--- src/rtl/nvac_map.vh ---
// register map and timing constants for the byte non-volatile access controller
`ifndef NVAC_MAP_VH
`define NVAC_MAP_VH
`define NVAC_CTRL_OFS 8'h40
`define NVAC_SECTOR_CTRL 8'h01
`define NVAC_BIT_FETCH_GO 0
`define NVAC_BIT_FETCH_ALLOW 1
`define NVAC_BIT_PROG_GO 2
`define NVAC_BIT_PROG_ALLOW 3
`define NVAC_CTRL_MASK 8'h0F
`define NVAC_RESET_BYTE 8'h00
`define NVAC_ADDR_MASK_SMALL 8'h7F
`define NVAC_ADDR_MASK_FULL 8'hFF
`define NVAC_READ_CYCLES 4
`define NVAC_WRITE_CYCLES 64
`define NVAC_ST_IDLE 2'b00
`define NVAC_ST_READ 2'b01
`define NVAC_ST_WRITE 2'b10
`endif

--- src/rtl/nvac_store.v ---
// byte storage array with write timer counted in clock_i cycles
`timescale 1ns/1ps
`include "nvac_map.vh"
module nvac_store #(
    parameter WRITE_CYCLES = `NVAC_WRITE_CYCLES
) (
    // clock and reset
    input wire clock_i,
    input wire reset_i,
    // access
    input wire [7:0] addr_i,
    input wire [7:0] wdata_i,
    input wire write_start_i,
    output reg [7:0] rdata_o,
    output wire write_busy_o,
    output reg write_done_o
);
    reg [7:0] mem_q [0:255];
    reg [15:0] timer_q;
    reg [7:0] waddr_q;
    reg [7:0] wbyte_q;

    assign write_busy_o = (timer_q != 16'h0000);

    always @(posedge clock_i) begin
        rdata_o <= mem_q[addr_i];
        if (write_done_o) begin
            mem_q[waddr_q] <= wbyte_q;
        end
    end

    // separate timer paces the write, counting WRITE_CYCLES clock_i cycles
    always @(posedge clock_i or posedge reset_i) begin
        if (reset_i) begin
            timer_q <= 16'h0000;
            waddr_q <= 8'h00;
            wbyte_q <= 8'h00;
            write_done_o <= 1'b0;
        end else begin
            write_done_o <= 1'b0;
            if (write_start_i && !write_busy_o) begin
                timer_q <= WRITE_CYCLES[15:0];
                waddr_q <= addr_i;
                wbyte_q <= wdata_i;
            end else if (write_busy_o) begin
                timer_q <= timer_q - 16'h0001;
                if (timer_q == 16'h0001) begin
                    write_done_o <= 1'b1;
                end
            end
        end
    end
endmodule

--- src/rtl/nvac_top.v ---
// register front end for the byte non-volatile access controller
`timescale 1ns/1ps
`include "nvac_map.vh"
module nvac_top #(
    parameter FULL_SIZE = 1,
    parameter READ_CYCLES = `NVAC_READ_CYCLES,
    parameter WRITE_CYCLES = `NVAC_WRITE_CYCLES
) (
    // clock and reset
    input wire clock_i,
    input wire reset_i,
    // direct special register writes (address and data)
    input wire addr_wr_i,
    input wire data_wr_i,
    input wire [7:0] wdata_i,
    // pointer and indirect access port
    input wire ptr_high_wr_i,
    input wire ptr_low_wr_i,
    input wire indirect_wr_i,
    // interrupt flag service
    input wire done_flag_clr_i,
    input wire mf_flag_ack_i,
    input wire nv_irq_enable_i,
    // register read back
    output wire [7:0] nv_address_o,
    output wire [7:0] nv_data_o,
    output wire [7:0] nv_control_o,
    output wire [7:0] indirect_rdata_o,
    output wire [7:0] pointer_high_byte_o,
    output wire [7:0] pointer_low_byte_o,
    // events
    output wire nv_done_flag_o,
    output wire mf_flag_o,
    output wire nv_irq_o,
    output wire busy_o
);
    localparam [7:0] ADDR_MASK = FULL_SIZE ? `NVAC_ADDR_MASK_FULL : `NVAC_ADDR_MASK_SMALL;
    localparam [7:0] READ_LAST = READ_CYCLES[7:0] - 8'h01;
    localparam CTRL_BITS = 4;

    // =====================================
    // sequencer states
    localparam [1:0] ST_IDLE = `NVAC_ST_IDLE;
    localparam [1:0] ST_READ = `NVAC_ST_READ;
    localparam [1:0] ST_WRITE = `NVAC_ST_WRITE;

    // =====================================
    // registers and next values
    reg [7:0] addr_q;
    reg [7:0] addr_d;
    reg [7:0] data_q;
    reg [7:0] data_d;
    wire [3:0] ctrl_q;
    reg [3:0] ctrl_d;
    reg [7:0] ptr_hi_q;
    reg [7:0] ptr_hi_d;
    reg [7:0] ptr_lo_q;
    reg [7:0] ptr_lo_d;
    reg [1:0] state_q;
    reg [1:0] state_d;
    reg [7:0] rd_cnt_q;
    reg [7:0] rd_cnt_d;
    reg done_q;
    reg done_d;
    reg mf_q;
    reg mf_d;

    // =====================================
    // internal strobes
    wire [7:0] store_rdata;
    wire store_busy;
    wire store_done;
    wire [7:0] store_addr;
    wire ctrl_sel;
    wire ctrl_hit;
    wire [3:0] ctrl_wr;
    wire seq_idle;
    wire write_start;
    wire read_start;
    wire read_last;
    wire write_end;

    // =====================================
    // decode of the indirect port
    assign ctrl_sel = (ptr_hi_q == `NVAC_SECTOR_CTRL)
        && (ptr_lo_q == `NVAC_CTRL_OFS);
    assign ctrl_hit = indirect_wr_i && ctrl_sel;
    assign ctrl_wr = wdata_i[3:0];
    assign seq_idle = (state_q == ST_IDLE);

    // a start needs its enable already set in the register
    assign write_start = seq_idle && ctrl_hit && ctrl_wr[`NVAC_BIT_PROG_GO]
        && ctrl_q[`NVAC_BIT_PROG_ALLOW] && ctrl_wr[`NVAC_BIT_PROG_ALLOW];
    // write wins when both starts arrive together
    assign read_start = seq_idle && ctrl_hit && ctrl_wr[`NVAC_BIT_FETCH_GO]
        && ctrl_q[`NVAC_BIT_FETCH_ALLOW] && !write_start;
    assign read_last = (state_q == ST_READ) && (rd_cnt_q == READ_LAST);
    assign write_end = (state_q == ST_WRITE) && store_done;
    assign store_addr = addr_q & ADDR_MASK;

    // =====================================
    // storage array, one byte per access
    nvac_store #(
        .WRITE_CYCLES(WRITE_CYCLES)
    ) u_store (
        .clock_i(clock_i),
        .reset_i(reset_i),
        .addr_i(store_addr),
        .wdata_i(data_q),
        .write_start_i(write_start),
        .rdata_o(store_rdata),
        .write_busy_o(store_busy),
        .write_done_o(store_done)
    );

    // =====================================
    // pointer pair
    always @* begin
        ptr_hi_d = ptr_hi_q;
        ptr_lo_d = ptr_lo_q;
        if (ptr_high_wr_i) begin
            ptr_hi_d = wdata_i;
        end
        if (ptr_low_wr_i) begin
            ptr_lo_d = wdata_i;
        end
    end

    always @(posedge clock_i or posedge reset_i) begin
        if (reset_i) begin
            ptr_hi_q <= `NVAC_RESET_BYTE;
            ptr_lo_q <= `NVAC_RESET_BYTE;
        end else begin
            ptr_hi_q <= ptr_hi_d;
            ptr_lo_q <= ptr_lo_d;
        end
    end

    // =====================================
    // address and data next values
    always @* begin
        addr_d = addr_q;
        data_d = data_q;
        if (addr_wr_i) begin
            addr_d = wdata_i & ADDR_MASK;
        end
        if (data_wr_i) begin
            data_d = wdata_i;
        end
        // fetched byte then holds until the next load
        if (read_last) begin
            data_d = store_rdata;
        end
    end

    // =====================================
    // control next value
    always @* begin
        ctrl_d = ctrl_q;
        if (ctrl_hit) begin
            // enables always writable
            ctrl_d[`NVAC_BIT_PROG_ALLOW] = ctrl_wr[`NVAC_BIT_PROG_ALLOW];
            ctrl_d[`NVAC_BIT_FETCH_ALLOW] = ctrl_wr[`NVAC_BIT_FETCH_ALLOW];
            // start bits written while busy are ignored
            if (seq_idle) begin
                ctrl_d[`NVAC_BIT_PROG_GO] = write_start;
                ctrl_d[`NVAC_BIT_FETCH_GO] = read_start;
            end
        end
        if (read_last) begin
            ctrl_d[`NVAC_BIT_FETCH_GO] = 1'b0;
        end
        if (write_end) begin
            ctrl_d[`NVAC_BIT_PROG_GO] = 1'b0;
        end
    end

    // control bit flops
    genvar bit_idx;
    generate
        for (bit_idx = 0; bit_idx < CTRL_BITS; bit_idx = bit_idx + 1) begin : g_ctrl_bit
            reg bit_q;
            always @(posedge clock_i or posedge reset_i) begin
                if (reset_i) begin
                    bit_q <= 1'b0;
                end else begin
                    bit_q <= ctrl_d[bit_idx];
                end
            end
            assign ctrl_q[bit_idx] = bit_q;
        end
    endgenerate

    // =====================================
    // sequencer next state
    always @* begin
        state_d = state_q;
        rd_cnt_d = rd_cnt_q;
        case (state_q)
            ST_IDLE: begin
                rd_cnt_d = 8'h00;
                if (write_start) begin
                    state_d = ST_WRITE;
                end else if (read_start) begin
                    state_d = ST_READ;
                end
            end
            ST_READ: begin
                // fixed read length, counted in system clocks
                if (read_last) begin
                    state_d = ST_IDLE;
                end else begin
                    rd_cnt_d = rd_cnt_q + 8'h01;
                end
            end
            ST_WRITE: begin
                // waits on the write timer of the array
                if (store_done) begin
                    state_d = ST_IDLE;
                end
            end
            default: begin
                state_d = ST_IDLE;
            end
        endcase
    end

    // =====================================
    // address and data flops
    always @(posedge clock_i or posedge reset_i) begin
        if (reset_i) begin
            addr_q <= `NVAC_RESET_BYTE;
            data_q <= `NVAC_RESET_BYTE;
        end else begin
            addr_q <= addr_d;
            data_q <= data_d;
        end
    end

    // =====================================
    // sequencer flops
    always @(posedge clock_i or posedge reset_i) begin
        if (reset_i) begin
            state_q <= ST_IDLE;
            rd_cnt_q <= 8'h00;
        end else begin
            state_q <= state_d;
            rd_cnt_q <= rd_cnt_d;
        end
    end

    // =====================================
    // completion flags, set wins over clear
    always @* begin
        done_d = store_done | (done_q & ~done_flag_clr_i);
        mf_d = store_done | (mf_q & ~mf_flag_ack_i);
    end

    always @(posedge clock_i or posedge reset_i) begin
        if (reset_i) begin
            done_q <= 1'b0;
            mf_q <= 1'b0;
        end else begin
            done_q <= done_d;
            mf_q <= mf_d;
        end
    end

    // =====================================
    // read back
    assign nv_address_o = addr_q;
    assign nv_data_o = data_q;
    assign nv_control_o = {4'h0, ctrl_q};
    assign indirect_rdata_o = ctrl_sel ? ({4'h0, ctrl_q} & `NVAC_CTRL_MASK) : 8'h00;
    assign pointer_high_byte_o = ptr_hi_q;
    assign pointer_low_byte_o = ptr_lo_q;
    assign nv_done_flag_o = done_q;
    assign mf_flag_o = mf_q;
    assign nv_irq_o = done_q & mf_q & nv_irq_enable_i;
    assign busy_o = (state_q != `NVAC_ST_IDLE) | store_busy;
endmodule

--- config.mk ---
export PLATFORM = sky130hd
export DESIGN_NAME = nvac_top
export DESIGN_NICKNAME = d
export VERILOG_FILES = /design/src/rtl/nvac_store.v /design/src/rtl/nvac_top.v
export VERILOG_INCLUDE_DIRS = /design/src /design/src/rtl
export SDC_FILE = /design/constraint.sdc
export NUM_CORES = 2
export LEC_CHECK = 0
export ABC_AREA = 1
export ABC_CLOCK_PERIOD_IN_PS = 7300
export BUFFER_PORTS_ARGS = -buffer_cell sky130_fd_sc_hd__buf_4
export CORE_AREA = 2 2 314 472
export DETAILED_ROUTE_END_ITERATION = 10
export DIE_AREA = 0 0 316 474
export GPL_TIMING_DRIVEN = 1
export PLACE_DENSITY_LB_ADDON = 0.2
export SLEW_MARGIN = 20
export SYNTH_ARGS = -nofsm -noshare
export SYNTH_HDL_FRONTEND = slang
export SYNTH_SLANG_ARGS = --single-unit
--- constraint.sdc ---
create_clock -name clock_i -period 7.3 [get_ports clock_i]
set_clock_uncertainty 0.2 [all_clocks]
set_input_delay 1.825 -clock clock_i [delete_from_list [all_inputs] [get_ports clock_i]]
set_output_delay 1.825 -clock clock_i [all_outputs]
set_load 0.05 [all_outputs]
==> results.md <==
* Finished Cell Area at around 94,000 sq um
* Largest net degree at the start of global routing at 207
* CP Class: reg2out
* Worst-case clock buffer depth at 3
* Seq/Total Area, Yosys at 73.2%
* 1st-iter DRT viols at approximately 6,900
* Final Setup Violations at 0
* Num CTS Buffers at around 190
* Slew @ Worst Pin at ~1.2 ns
* Worst Setup Start Kind: flip-flop
* #FFs+latches synth at roughly 2,100
* Leak at approximately 0.032 uW
* Routed length per placed instance at approximately 24 um
* Synth unique cells at 37
* WP data required at 5.28 ns
* Min Clock Period, post-route at 4.73 ns
* YS warnings at 0
* Top Metal Used: met4
* Cell Area, Placed at 88,200 sq um
* Period utilization at roughly 65%
* Chip Width at approximately 320 um
* Power Dens Cells at 265 nW/um^2
* Routability cong. at roughly 0.87
* Global-route wire length before repair at between 300,000 and 400,000 um
* Chip Height at ~470 um
* Via count at between 50,000 and 60,000
* Slew headroom at 17.6%
* Syn_area_per_cell at 11.7 sq um
* Port-buffer cells at 61
* CTS tree: yes
* Rows at about 170
* Final hold violation count at 0
* Post-route ant nets at 0
* Met2 WL at 112,000 um
* Die ar. at roughly 150,000 sq um
* Post-CTS setup buffer count at 0
* H-tree levels at 4
* Max-Cap Viols at 0
* Setup TNS at 0 ns
* Final Max Slew Viols at 0
* Hold_buf cts at 0
* Area Growth Syn to Fin at 8.02%
* Root Buffer: clkbuf_16
* 1st-pass router iterations at 6
* Area share of the largest cell type after synthesis at 70.7%
* Cts repair resizes at 0
* Nets@finish at 7,264
* Final WL at around 220,000 um
* CTS Sinks at about 2,100
* Status: finished clean
* I/O pins at 70
* Met3 routed WL at around 19,000 um
* Post-place setup slack at around 3 ns
* Vias in the first global route at approximately 54,000
* RSZ-0062 raised after global routing: false
* CP Max Fanout at between 60 and 70
* Yosys top cell by area: edfxtp_1
* FMAX at roughly 0.21 GHz
* Synth async-reset ratio at 3.79%
* Hold WC Path Type: reg2reg
* Via density at about 6.1
* Min Hold Slack at slightly below 0.3 ns
* Clock transition at path regs at ~0.07 ns
* Cell area after synthesis at slightly below 90,000 sq um
* Post-synth EDFFs at 2,048
* Layout Utilization at around 65%
* Synth top area cells: edfxtp_1, nand3_1, nand2_1, dfrtp_1, buf_2
* GR Util All Layers at approximately 30%
* Initial Util at approximately three fifths
* Most used DFF post-synth: edfxtp_1
* Met1 WL at between 70,000 and 80,000 um
* Antenna violations before repair at 2
* VDD IR-drop max at about 0.19 mV
* Most frequent cell after synthesis: nand2_1
* Core box area at approximately 150,000 sq um
* Gr ovfl total at 0
* DPL Wire Length at 124,000 um
* Critical Path Sink Type: output pin
* Share of cells above drive strength 1 at 5.65%
* Synth Instances at 7,419
* CP Data Arrival Time at 2.70 ns
* DRC viols at 0
* FILL cells at roughly 11,000
* Worst skew pair latency at 0.84 ns
* Synth cell count leaders: nand2_1, edfxtp_1, nand3_1
* Post-route setup slack at approximately 2.6 ns
-- worst paths after layout --
kind / slack, ns / depth (start not counted) / startpoint / end
worst min register to register: 0.29 / 2 / u_store.rdata_o[3]$_DFF_P_ / nv_data_o[3]$_DFFE_PP0P_
worst max-delay path: 2.57 / 2 / nv_address_o[0]$_DFFE_PP0P_ / nv_address_o[0]
worst max register to register: 2.92 / 12 / nv_address_o[0]$_DFFE_PP0P_ / u_store.rdata_o[3]$_DFF_P_
min in group asynchronous: 0.99 / 3 / reset_i / rd_cnt_q[7]$_DFFE_PP0P_
max in group asynchronous: 5.29 / 3 / reset_i / u_store.wbyte_q[0]$_DFFE_PP0P_
worst min-delay path: 0.29 / 2 / u_store.rdata_o[3]$_DFF_P_ / nv_data_o[3]$_DFFE_PP0P_
-- placed cells by master, fill, tap and decap left out, types with 8 or more instances in the layout --
cell type  netlist  layout
conb_1           1       8
clkinv_1         5      37
dfrtp_4          0      12
clkinv_2         0      38
nor2_1         318     312
nor3_1          11      11
xor2_1           8       8
clkbuf_1       108      54
dfrtp_1         81      68
nand3_1       2037    2037
inv_1           90      87
o211ai_1         8       8
dfxtp_1          8       8
buf_4           45     113
o21ai_0         31      31
nand4_1         10      10
edfxtp_1      2048    2048
clkbuf_8         0       9
o21ai_1         16      16
nand2_1       2201    2200
buf_12           0      18
clkbuf_16        0     191
-- layer usage --
metal	GRT usage, %	vias to the layer above
met2	50.0	2742
met3	4.86	561
li1	-	25800
met5	0	-
met4	16.3	0
met1	37.1	27600
-- worst max-delay path: stages (launching register included) --
cell	delay [ns]
dfrtp_4	0.78
buf_4	0.70
buf_4	0.33
-- through the flow --
stage / total power (uW) / cells
6_report: 24900 / 9313
4_1_cts: 25000 / 9308
2_1_floorplan: 15100 / 7426
3_5_place_dp: 15800 / 8968
5_1_grt: 25600 / 9310
3_3_place_gp: 15700 / 8968
-- state kept, by name, indices dropped and copies added, names as in the netlist, 2 cells and up --
name / count
pointer_high_byte_o: 8
state_q: 2
pointer_low_byte_o: 8
u_store.waddr_q: 8
rd_cnt_q: 8
u_store.mem_q: 2048
g_ctrl_bit.bit_q: 4
u_store.wbyte_q: 8
u_store.rdata_o: 8
u_store.timer_q: 16
nv_data_o: 8
nv_address_o: 8
-- logic make-up after synthesis --
logic type      after synthesis  share of synthesized area [%]
compound gates               66                          0.417
xor+xnor                     14                          0.141
mux                           2                         0.0259
other cells                   1                        0.00431
buf+inv                     602                           3.31
fa+ha+maj                     3                         0.0431
flops                      2137                           73.2
simple gates               4594                           22.9
-- power breakdown --
group	switching (uW)	leakage [uW]	internal [uW]
Combinational	1620	0.0137	610
Clock	4280	0.00281	5100
Sequential	58.3	0.0152	13300
-- cell type report --
cell class / count / area (sq um) / area share [%]
clock inverter: 86 / 601 / 0.639
clock buffer: 254 / 5110 / 5.43
multi-input combinational: 4687 / 20500 / 21.8
timing repair buffer: 133 / 1250 / 1.33
antenna: 4 / 10.0 / 0.0107
tap: 1914 / 2390 / 2.55
inverter: 98 / 403 / 0.429
sequential: 2137 / 63700 / 67.8
(Power assumes the default switching activity.)
